--- src/flash_self_program_defines.svh ---
`ifndef FLASH_SELF_PROGRAM_DEFINES_SVH
`define FLASH_SELF_PROGRAM_DEFINES_SVH

// control register field positions
`define FOC_START_BIT      4'd15
`define FOC_ENABLE_BIT     4'd14
`define FOC_ERROR_BIT      4'd13
`define FOC_ERASE_BIT      4'd6
`define FOC_RESET          16'h0000
`define FOC_WRITE_MASK     16'h404f

// unlock key values
`define KEY_FIRST          8'h55
`define KEY_SECOND         8'haa

// operation codes
`define OP_BULK_ERASE      4'hf
`define OP_WORD_PROGRAM    4'h3
`define OP_PAGE_ERASE      4'h2
`define OP_ROW_PROGRAM     4'h1

// array geometry
`define ROW_WORDS          64
`define ROW_BYTES          192
`define BLOCK_WORDS        512
`define BLOCK_BYTES        1536
`define ROWS_PER_BLOCK     8
`define LATCH_ERASED       24'hffffff

// table write latency in clock cycles
`define TABLE_WRITE_CYCLES 2

// self-timed operation lengths
`define CLK_PERIOD_NS      5
`define PROG_TIME_NS       1000
`define ERASE_TIME_NS      2000
`define PROG_CYCLES        (`PROG_TIME_NS / `CLK_PERIOD_NS)
`define ERASE_CYCLES       (`ERASE_TIME_NS / `CLK_PERIOD_NS)

`endif

--- src/flash_self_program_pkg.sv ---
package flash_self_program_pkg;

  typedef enum logic [2:0] {
    OP_NONE,
    OP_ROW,
    OP_WORD,
    OP_PAGE_ERASE,
    OP_BULK
  } op_kind_t;

  typedef enum logic [1:0] {
    KEY_IDLE,
    KEY_GOT_FIRST,
    KEY_ARMED
  } key_state_t;

  typedef enum logic [1:0] {
    ENG_IDLE,
    ENG_BUSY,
    ENG_DONE
  } eng_state_t;

endpackage : flash_self_program_pkg

--- src/latch_if.sv ---
`timescale 1ns/1ps
// holding latch write port between controller and latch array
interface latch_if;
  logic        wr_low;
  logic        wr_high;
  logic [1:0]  byte_en;
  logic [5:0]  index;
  logic [15:0] wdata;
  logic [5:0]  rindex;
  logic [23:0] rdata;
  modport ctrl  (output wr_low, wr_high, byte_en, index, wdata, rindex,
                 input rdata);
  modport latch (input wr_low, wr_high, byte_en, index, wdata, rindex,
                 output rdata);
endinterface : latch_if

--- src/holding_latches.sv ---
`timescale 1ns/1ps
`include "flash_self_program_defines.svh"

module holding_latches #(
  parameter int WORDS = `ROW_WORDS
) (
  // clock
  input wire logic mclk,
  // write and read port
  latch_if.latch   lp
);

  // contents are unknown at power up, software fills them
  logic [23:0] mem [WORDS];

  // latest load of a location replaces earlier ones, any order
  always_ff @(posedge mclk) begin
    if (lp.wr_low) begin
      if (lp.byte_en[0]) mem[lp.index][7:0]  <= lp.wdata[7:0];
      if (lp.byte_en[1]) mem[lp.index][15:8] <= lp.wdata[15:8];
    end
    if (lp.wr_high && lp.byte_en[0]) begin
      mem[lp.index][23:16] <= lp.wdata[7:0];
    end
  end

  assign lp.rdata = mem[lp.rindex];

endmodule : holding_latches

--- src/flash_self_program_control.sv ---
`timescale 1ns/1ps
`include "flash_self_program_defines.svh"
// How it works
// - rows of 64 words, erase eight-row blocks
// - address is table page plus effective address
// - low table ops touch bits 15..0
// - high table ops touch bits 23..16
// - rows and blocks aligned from address zero
// - table writes fill latches, array untouched
// - program works with any latch count
// - latches take any order, last wins
// - table write takes two cycles
// - key register write-only, guards start
// - start bit launches, hardware clears when done
// - enable bit gates program and erase
// - error flag on bad start or abort
// - bit 6 selects erase or program
// - opcode decode, wrong erase select no-op
// - undefined opcodes do nothing
// - bulk erase only in serial mode
// - control bits reset only at power-on
// - core stalls while operation runs

module flash_self_program_control #(
  parameter int PROG_CYCLES  = `PROG_CYCLES,
  parameter int ERASE_CYCLES = `ERASE_CYCLES
) (
  // clock and resets
  input  wire logic        mclk,
  input  wire logic        rst,
  input  wire logic        por,
  // operating mode
  input  wire logic        serial_prog_mode,
  // core register access
  input  wire logic        ctl_wr,
  input  wire logic [15:0] ctl_wdata,
  output logic      [15:0] ctl_rdata,
  input  wire logic        key_wr,
  input  wire logic [7:0]  key_wdata,
  input  wire logic        page_wr,
  input  wire logic [7:0]  page_wdata,
  output logic      [7:0]  table_page,
  // core table accesses
  input  wire logic        table_write,
  input  wire logic        table_write_high,
  input  wire logic        table_read,
  input  wire logic        table_read_high,
  input  wire logic        byte_mode,
  input  wire logic [15:0] effective_address,
  input  wire logic [15:0] table_wdata,
  output logic      [15:0] table_rdata,
  output logic             table_done,
  // read data from array at the formed address
  output logic      [23:0] flash_addr,
  input  wire logic [23:0] flash_rdata,
  // array operation
  output logic             flash_op_start,
  output flash_self_program_pkg::op_kind_t flash_op_kind,
  output logic      [23:0] flash_op_base,
  output logic      [23:0] latch_data,
  output logic      [5:0]  latch_index,
  input  wire logic        flash_abort,
  // core stall
  output logic             core_stall
);

  // all control state in one record
  typedef struct packed {
    logic        start;
    logic        enable;
    logic        error;
    logic        erase_sel;
    logic [3:0]  op_code;
    logic [7:0]  page;
    flash_self_program_pkg::key_state_t key;
    flash_self_program_pkg::eng_state_t eng;
    flash_self_program_pkg::op_kind_t   kind;
    logic [23:0] base;
    logic [15:0] count;
    logic [5:0]  prog_idx;
    logic        tw_busy;
    logic        tw_high;
    logic [15:0] rdata;
    logic        done;
    logic        launch;
  } state_t;

  state_t s_q;
  state_t s_d;

  latch_if lp ();

  // opcode plus erase select into an operation
  function automatic flash_self_program_pkg::op_kind_t decode_op(
    input logic [3:0] code,
    input logic       erase,
    input logic       serial
  );
    flash_self_program_pkg::op_kind_t k;
    k = flash_self_program_pkg::OP_NONE;
    unique case (code)
      `OP_BULK_ERASE: begin
        if (erase && serial) k = flash_self_program_pkg::OP_BULK;
      end
      `OP_WORD_PROGRAM: begin
        if (!erase) k = flash_self_program_pkg::OP_WORD;
      end
      `OP_PAGE_ERASE: begin
        if (erase) k = flash_self_program_pkg::OP_PAGE_ERASE;
      end
      `OP_ROW_PROGRAM: begin
        if (!erase) k = flash_self_program_pkg::OP_ROW;
      end
      default: k = flash_self_program_pkg::OP_NONE;
    endcase
    return k;
  endfunction : decode_op

  // align the target to its row or erase block
  function automatic logic [23:0] align_base(
    input logic [23:0]                      addr,
    input flash_self_program_pkg::op_kind_t kind
  );
    logic [23:0] word;
    logic [23:0] unit;
    word = {1'b0, addr[23:1]};
    unit = 24'h000001;
    if (kind == flash_self_program_pkg::OP_ROW) begin
      unit = 24'(`ROW_WORDS);
    end else if (kind == flash_self_program_pkg::OP_PAGE_ERASE) begin
      unit = 24'(`BLOCK_WORDS);
    end
    // multiply back to program-space address units
    return 24'((word - (word % unit)) << 1);
  endfunction : align_base

  logic [23:0] target;
  logic        ctl_start_req;
  logic        ok;
  flash_self_program_pkg::op_kind_t req_kind;

  // 24-bit address from page and effective address
  assign target = {s_q.page, effective_address};
  assign flash_addr = target;
  assign req_kind = decode_op(ctl_wdata[3:0], ctl_wdata[`FOC_ERASE_BIT],
                              serial_prog_mode);
  assign ctl_start_req = ctl_wr && ctl_wdata[`FOC_START_BIT] && !s_q.start;
  assign ok = (s_q.key == flash_self_program_pkg::KEY_ARMED) &&
              ctl_wdata[`FOC_ENABLE_BIT];

  // latch port: loads go to the buffer only
  assign lp.wr_low  = table_write && !s_q.tw_busy;
  assign lp.wr_high = table_write_high && !s_q.tw_busy;
  assign lp.index   = effective_address[6:1];
  assign lp.byte_en = byte_mode ?
                      (effective_address[0] ? 2'b10 : 2'b01) : 2'b11;
  assign lp.wdata   = (byte_mode && effective_address[0]) ?
                      {table_wdata[7:0], table_wdata[7:0]} : table_wdata;
  assign lp.rindex  = s_q.prog_idx;

  holding_latches #(
    .WORDS (`ROW_WORDS)
  ) u_latches (
    .mclk (mclk),
    .lp   (lp)
  );

  always_comb begin
    s_d = s_q;
    s_d.done   = 1'b0;
    s_d.launch = 1'b0;

    // table page register
    if (page_wr) s_d.page = page_wdata;

    // two-cycle table write, finishes in second cycle
    if (s_q.tw_busy) begin
      s_d.tw_busy = 1'b0;
      s_d.done    = 1'b1;
    end else if (table_write || table_write_high) begin
      s_d.tw_busy = 1'b1;
    end

    // table reads of the low word or high byte
    if (table_read) begin
      s_d.rdata = (byte_mode && effective_address[0]) ?
                  {8'h00, flash_rdata[15:8]} :
                  (byte_mode ? {8'h00, flash_rdata[7:0]}
                             : flash_rdata[15:0]);
      s_d.done  = 1'b1;
    end else if (table_read_high) begin
      s_d.rdata = {8'h00, flash_rdata[23:16]};
      s_d.done  = 1'b1;
    end

    // key sequence; any other key access disarms
    if (key_wr) begin
      if (key_wdata == `KEY_FIRST) begin
        s_d.key = flash_self_program_pkg::KEY_GOT_FIRST;
      end else if (key_wdata == `KEY_SECOND &&
                   s_q.key == flash_self_program_pkg::KEY_GOT_FIRST) begin
        s_d.key = flash_self_program_pkg::KEY_ARMED;
      end else begin
        s_d.key = flash_self_program_pkg::KEY_IDLE;
      end
    end

    // control register writes while idle
    if (ctl_wr && !s_q.start) begin
      s_d.enable    = ctl_wdata[`FOC_ENABLE_BIT];
      s_d.erase_sel = ctl_wdata[`FOC_ERASE_BIT];
      s_d.op_code   = ctl_wdata[3:0];
      if (ctl_start_req) begin
        s_d.key = flash_self_program_pkg::KEY_IDLE; // keys are single use
        if (ok && req_kind != flash_self_program_pkg::OP_NONE) begin
          s_d.start  = 1'b1;
          s_d.error  = 1'b0;
          s_d.eng    = flash_self_program_pkg::ENG_BUSY;
          s_d.kind   = req_kind;
          s_d.base   = align_base(target, req_kind);
          s_d.count  = 16'((req_kind == flash_self_program_pkg::OP_PAGE_ERASE
                       || req_kind == flash_self_program_pkg::OP_BULK) ?
                       ERASE_CYCLES : PROG_CYCLES);
          s_d.prog_idx = (req_kind == flash_self_program_pkg::OP_WORD) ?
                         effective_address[6:1] : 6'h00;
          s_d.launch = 1'b1;
        end else if (!ok) begin
          s_d.error = 1'b1;
        end
      end
    end

    // self-timed engine
    unique case (s_q.eng)
      flash_self_program_pkg::ENG_IDLE: begin
      end
      flash_self_program_pkg::ENG_BUSY: begin
        if (flash_abort) begin
          s_d.error = 1'b1;
          s_d.eng   = flash_self_program_pkg::ENG_DONE;
        end else if (s_q.count <= 16'h0001) begin
          s_d.eng = flash_self_program_pkg::ENG_DONE;
        end else begin
          s_d.count = s_q.count - 16'h0001;
          // row program walks every latch whatever was loaded
          if (s_q.kind == flash_self_program_pkg::OP_ROW) begin
            s_d.prog_idx = s_q.prog_idx + 6'h01;
          end
        end
      end
      flash_self_program_pkg::ENG_DONE: begin
        s_d.start = 1'b0;
        s_d.eng   = flash_self_program_pkg::ENG_IDLE;
      end
    endcase
  end

  // power-on reset clears control bits, other reset spares them
  always_ff @(posedge mclk) begin
    if (por) begin
      s_q <= '0;
    end else if (rst) begin
      s_q.key     <= flash_self_program_pkg::KEY_IDLE;
      s_q.page    <= 8'h00;
      s_q.tw_busy <= 1'b0;
      s_q.done    <= 1'b0;
      s_q.launch  <= 1'b0;
      s_q.rdata   <= 16'h0000;
      s_q.start   <= s_d.start;
      s_q.enable  <= s_d.enable;
      s_q.error   <= s_d.error;
      s_q.erase_sel <= s_d.erase_sel;
      s_q.op_code <= s_d.op_code;
      s_q.eng     <= s_d.eng;
      s_q.kind    <= s_d.kind;
      s_q.base    <= s_d.base;
      s_q.count   <= s_d.count;
      s_q.prog_idx <= s_d.prog_idx;
    end else begin
      s_q <= s_d;
    end
  end

  // register views and outputs
  assign ctl_rdata = {s_q.start, s_q.enable, s_q.error, 6'h00,
                      s_q.erase_sel, 2'b00, s_q.op_code};
  assign table_page     = s_q.page;
  assign table_rdata    = s_q.rdata;
  assign table_done     = s_q.done;
  assign flash_op_start = s_q.launch;
  assign flash_op_kind  = s_q.kind;
  assign flash_op_base  = s_q.base;
  assign latch_index    = s_q.prog_idx;
  assign latch_data     = lp.rdata;
  // stall the core for the whole operation
  assign core_stall     = s_q.start;

endmodule : flash_self_program_control

--- config.mk ---
export PLATFORM = sky130hd
export DESIGN_NAME = flash_self_program_control
export DESIGN_NICKNAME = d
export VERILOG_FILES = /design/src/flash_self_program_pkg.sv /design/src/latch_if.sv /design/src/holding_latches.sv /design/src/flash_self_program_control.sv
export VERILOG_INCLUDE_DIRS = /design/src
export SDC_FILE = /design/constraint.sdc
export NUM_CORES = 2
export LEC_CHECK = 0
export BUFFER_PORTS_ARGS = -buffer_cell sky130_fd_sc_hd__buf_4
export CAP_MARGIN = 20
export CORE_MARGIN = 3
export CORE_UTILIZATION = 63
export CTS_CLUSTER_SIZE = 30
export DETAILED_ROUTE_END_ITERATION = 10
export GPL_TIMING_DRIVEN = 0
export PLACE_DENSITY = 0.8
export SLEW_MARGIN = 5
export SYNTH_ARGS = -nofsm -noshare
export SYNTH_HDL_FRONTEND = slang
export SYNTH_SLANG_ARGS = --single-unit
--- constraint.sdc ---
create_clock -name mclk -period 63.4 [get_ports mclk]
set_input_delay 15.85 -clock mclk [delete_from_list [all_inputs] [get_ports mclk]]
set_output_delay 15.85 -clock mclk [all_outputs]
set_load 0.01 [all_outputs]
==> results_dict.tcl <==
set metrics [dict create \
    start_util_pct 63.7 \
    ctsHoldBuffers 0 \
    detail-route-antenna-nets 0 \
    start_kind "input pin" \
    min_from "flash_op_base[21]" \
    area_growth_pct 12.5 \
    remaining_drc_errors 0 \
    synth_edf_count 1536 \
    min_period_ns 60.66 \
    placed_cell_area_um2 81000 \
    path_class "input pin to flop" \
    rr_startpoint "table_page[5]" \
    final_area_um2 86300 \
    viasPerCell 7.33 \
    syn_area_um2 76700 \
    wirelength_um 246000 \
    synth_cell_types 133 \
    finClkSkew_ns 0.0508 \
    layout_commonest_cell "edfxtp_1" \
    final_cell_mix "edfxtp_1 (1536), mux4_2 (504), nor2_1 (403)" \
    max_freq_mhz 16.5 \
    cp_slowest_cell "or4b_4" \
    place_congestion 0.959 \
    synth_area_leaders "edfxtp_1 (60%), mux4_2 (15%), dfxtp_1 (2.3%), nor2_1 (2.0%), ha_1 (1.4%)" \
    rsz0062_at_grt "no" \
    htreeDepth 4 \
    clock-sinks 1623 \
    ios 225 \
    vias 51900 \
    chipHeight_um 355 \
    grt_antenna_before_repair 23 \
    synth_top_area_cell "edfxtp_1" \
    wl_per_cell_um 34.7 \
    finalNetCount 5533 \
    synth_flop_cell "edfxtp_1" \
    cts_buffers 150 \
    yosysWarnings 0 \
    cp-end-kind "flop" \
    slew_headroom_pct 16.0 \
    max_stage_delay_ns 0.58 \
    drv_slew 0 \
    tightest_slew_ns 1.26 \
    clk_latency_ns 0.79 \
    synthArstFlopShare_pct 0 \
    grt_pass1_vias 50100 \
    dieArea_um2 126000 \
    root_buffer "clkbuf_16" \
    rows 127 \
    setup_viol 0 \
    startpoint "ctl_wdata[0]" \
    hpwl_um 156000 \
    fin_crit_sh_pct 95.7 \
    critPathBufInv 23 \
    dr.first_iter.drc_count 8297 \
    grt_max_degree 97 \
    postSynthCellCount 4905 \
    portBuffers 203 \
    synth_area_per_cell_um2 15.6 \
    timing_hold_violations_final 0 \
    cts_buffer_depth 3 \
    die_width_um 355 \
    path_clk_slew_ns 0.06 \
    critical_path.top_delay_family "compound AO/OA/AOI/OAI gates" \
    yosys_register_bits 1623 \
    grt-ovfl-total 0 \
    cp.arrival_ns 61.26 \
    cts_tree "done" \
    critPathMaxFanout 26 \
    yosysSeqAreaShare_pct 62.4 \
    dr.pass1.iters 10 \
    track_usage_pct 38.4 \
    status "complete, no violations" \
    fillers 7068 \
    hold_path.class "flop to flop" \
    synth_top_cell_area_share_pct 60.1 \
    critPathRequiredTime_ns 64.00 \
    core_area_um2 120000 \
    drive_gt1_share_pct 24.1 \
    grt_pass1_wl_um 348000 \
    cap_viol_max_count 0 \
]
## timing repair
item	in CTS	in global routing
setup endpoints to repair	1	22
setup buffers	0	7
pin swaps	0	5
resized for setup	2	53
## final timing paths
kind,to,slack [ns],depth (start not counted)
hold reg to reg,flash_op_base[21],0.45,2
setup reg to reg,flash_op_base[23],18.74,189
setup / recovery,flash_op_base[23],2.74,194
hold / removal,flash_op_base[21],0.45,2
## sequential cells by signal, summed over array words and instances, names as in the netlist, 3 cells and up
signal,count
flash_op_base,23
latch_index,6
u_latches.mem,1536
table_page,8
s_q,21
table_rdata,16
ctl_rdata,7
flash_op_kind,3
## synthesized netlist by cell type, types with 10 or more instances
library cell / instances
a211o_1: 25
a211oi_1: 44
a21o_1: 64
a21oi_1: 149
a311oi_1: 17
a31oi_1: 36
and2_1: 35
and3_1: 40
and4_1: 11
buf_1: 45
buf_2: 13
buf_4: 108
clkbuf_1: 182
dfxtp_1: 87
edfxtp_1: 1536
ha_1: 85
inv_1: 75
mux2_2: 29
mux2i_1: 40
mux4_2: 504
nand2_1: 250
nand2b_1: 20
nand3_1: 86
nand3b_1: 13
nand4_1: 33
nor2_1: 404
nor2b_1: 24
nor3_1: 105
nor3b_1: 22
nor4_1: 36
nor4b_1: 14
o211a_1: 10
o211ai_1: 39
o21a_1: 33
o21ai_0: 76
o21ai_1: 28
o31a_1: 13
o31ai_1: 25
or2_2: 35
or3_1: 52
or4_1: 12
xnor2_1: 98
xor2_1: 55
## cell type report
class | instances | area [um^2] | area share (%)
sequential | 1623 | 47900 | 55.4
multi-input combinational | 2862 | 27200 | 31.5
clock buffer | 187 | 3960 | 4.58
timing repair buffer | 286 | 2610 | 3.02
tap | 1612 | 2020 | 2.34
buffer | 344 | 1740 | 2.01
clock inverter | 78 | 666 | 0.771
inverter | 79 | 297 | 0.343
antenna | 11 | 27.5 | 0.0319
## worst reg2reg max path, delay by kind of cell, from the launching register on
family | cells | cell delay [ns]
xor+xnor | 13 | 2.85
flops | 1 | 0.58
compound gates | 69 | 16.25
fa+ha+maj | 20 | 6.91
simple gates | 64 | 13.10
buf+inv | 20 | 3.85
mux | 3 | 0.97
## through the flow
step	util [%]	hold WS [ns]	setup slack [ns]	setup TNS, ns	instances
CTS	71.1	0.452	0.209	0	7037
global placement	66.7	0.442	-1.38	-4.76	6729
global route	71.7	0.470	0.0403	0	7073
floorplan	-	0.432	6.85	0	4914
detailed placement	67.2	0.443	-0.588	-0.914	6772
finish	71.7	0.452	2.74	0	7082
## per-layer routing
metal | track usage (%) | up-vias | routed length, um | share of wire [%]
met4 | 22.6 | 20 | 18700 | 7.6
li1 | - | 20600 | - | -
met3 | 10.6 | 1103 | 30100 | 12
met5 | 0.692 | - | 303 | 0.12
met1 | 46.9 | 25700 | 78700 | 32
met2 | 61.7 | 4519 | 118000 | 48
## kinds of logic after synthesis
| group | synth area share (%) |
|---|---|
| buffers and inverters | 2.67 |
| AO/OA/AOI/OAI | 7.60 |
| flip-flops | 62.4 |
| AND/OR/NAND/NOR | 8.31 |
| XOR/XNOR | 1.77 |
| adder cells (fa/ha/maj) | 1.42 |
| other | 0.00489 |
| multiplexers | 15.9 |
Power is left out: the tool's default activity adds up to more than one toggle a clock period on the data nets, which glitch-free logic cannot reach.
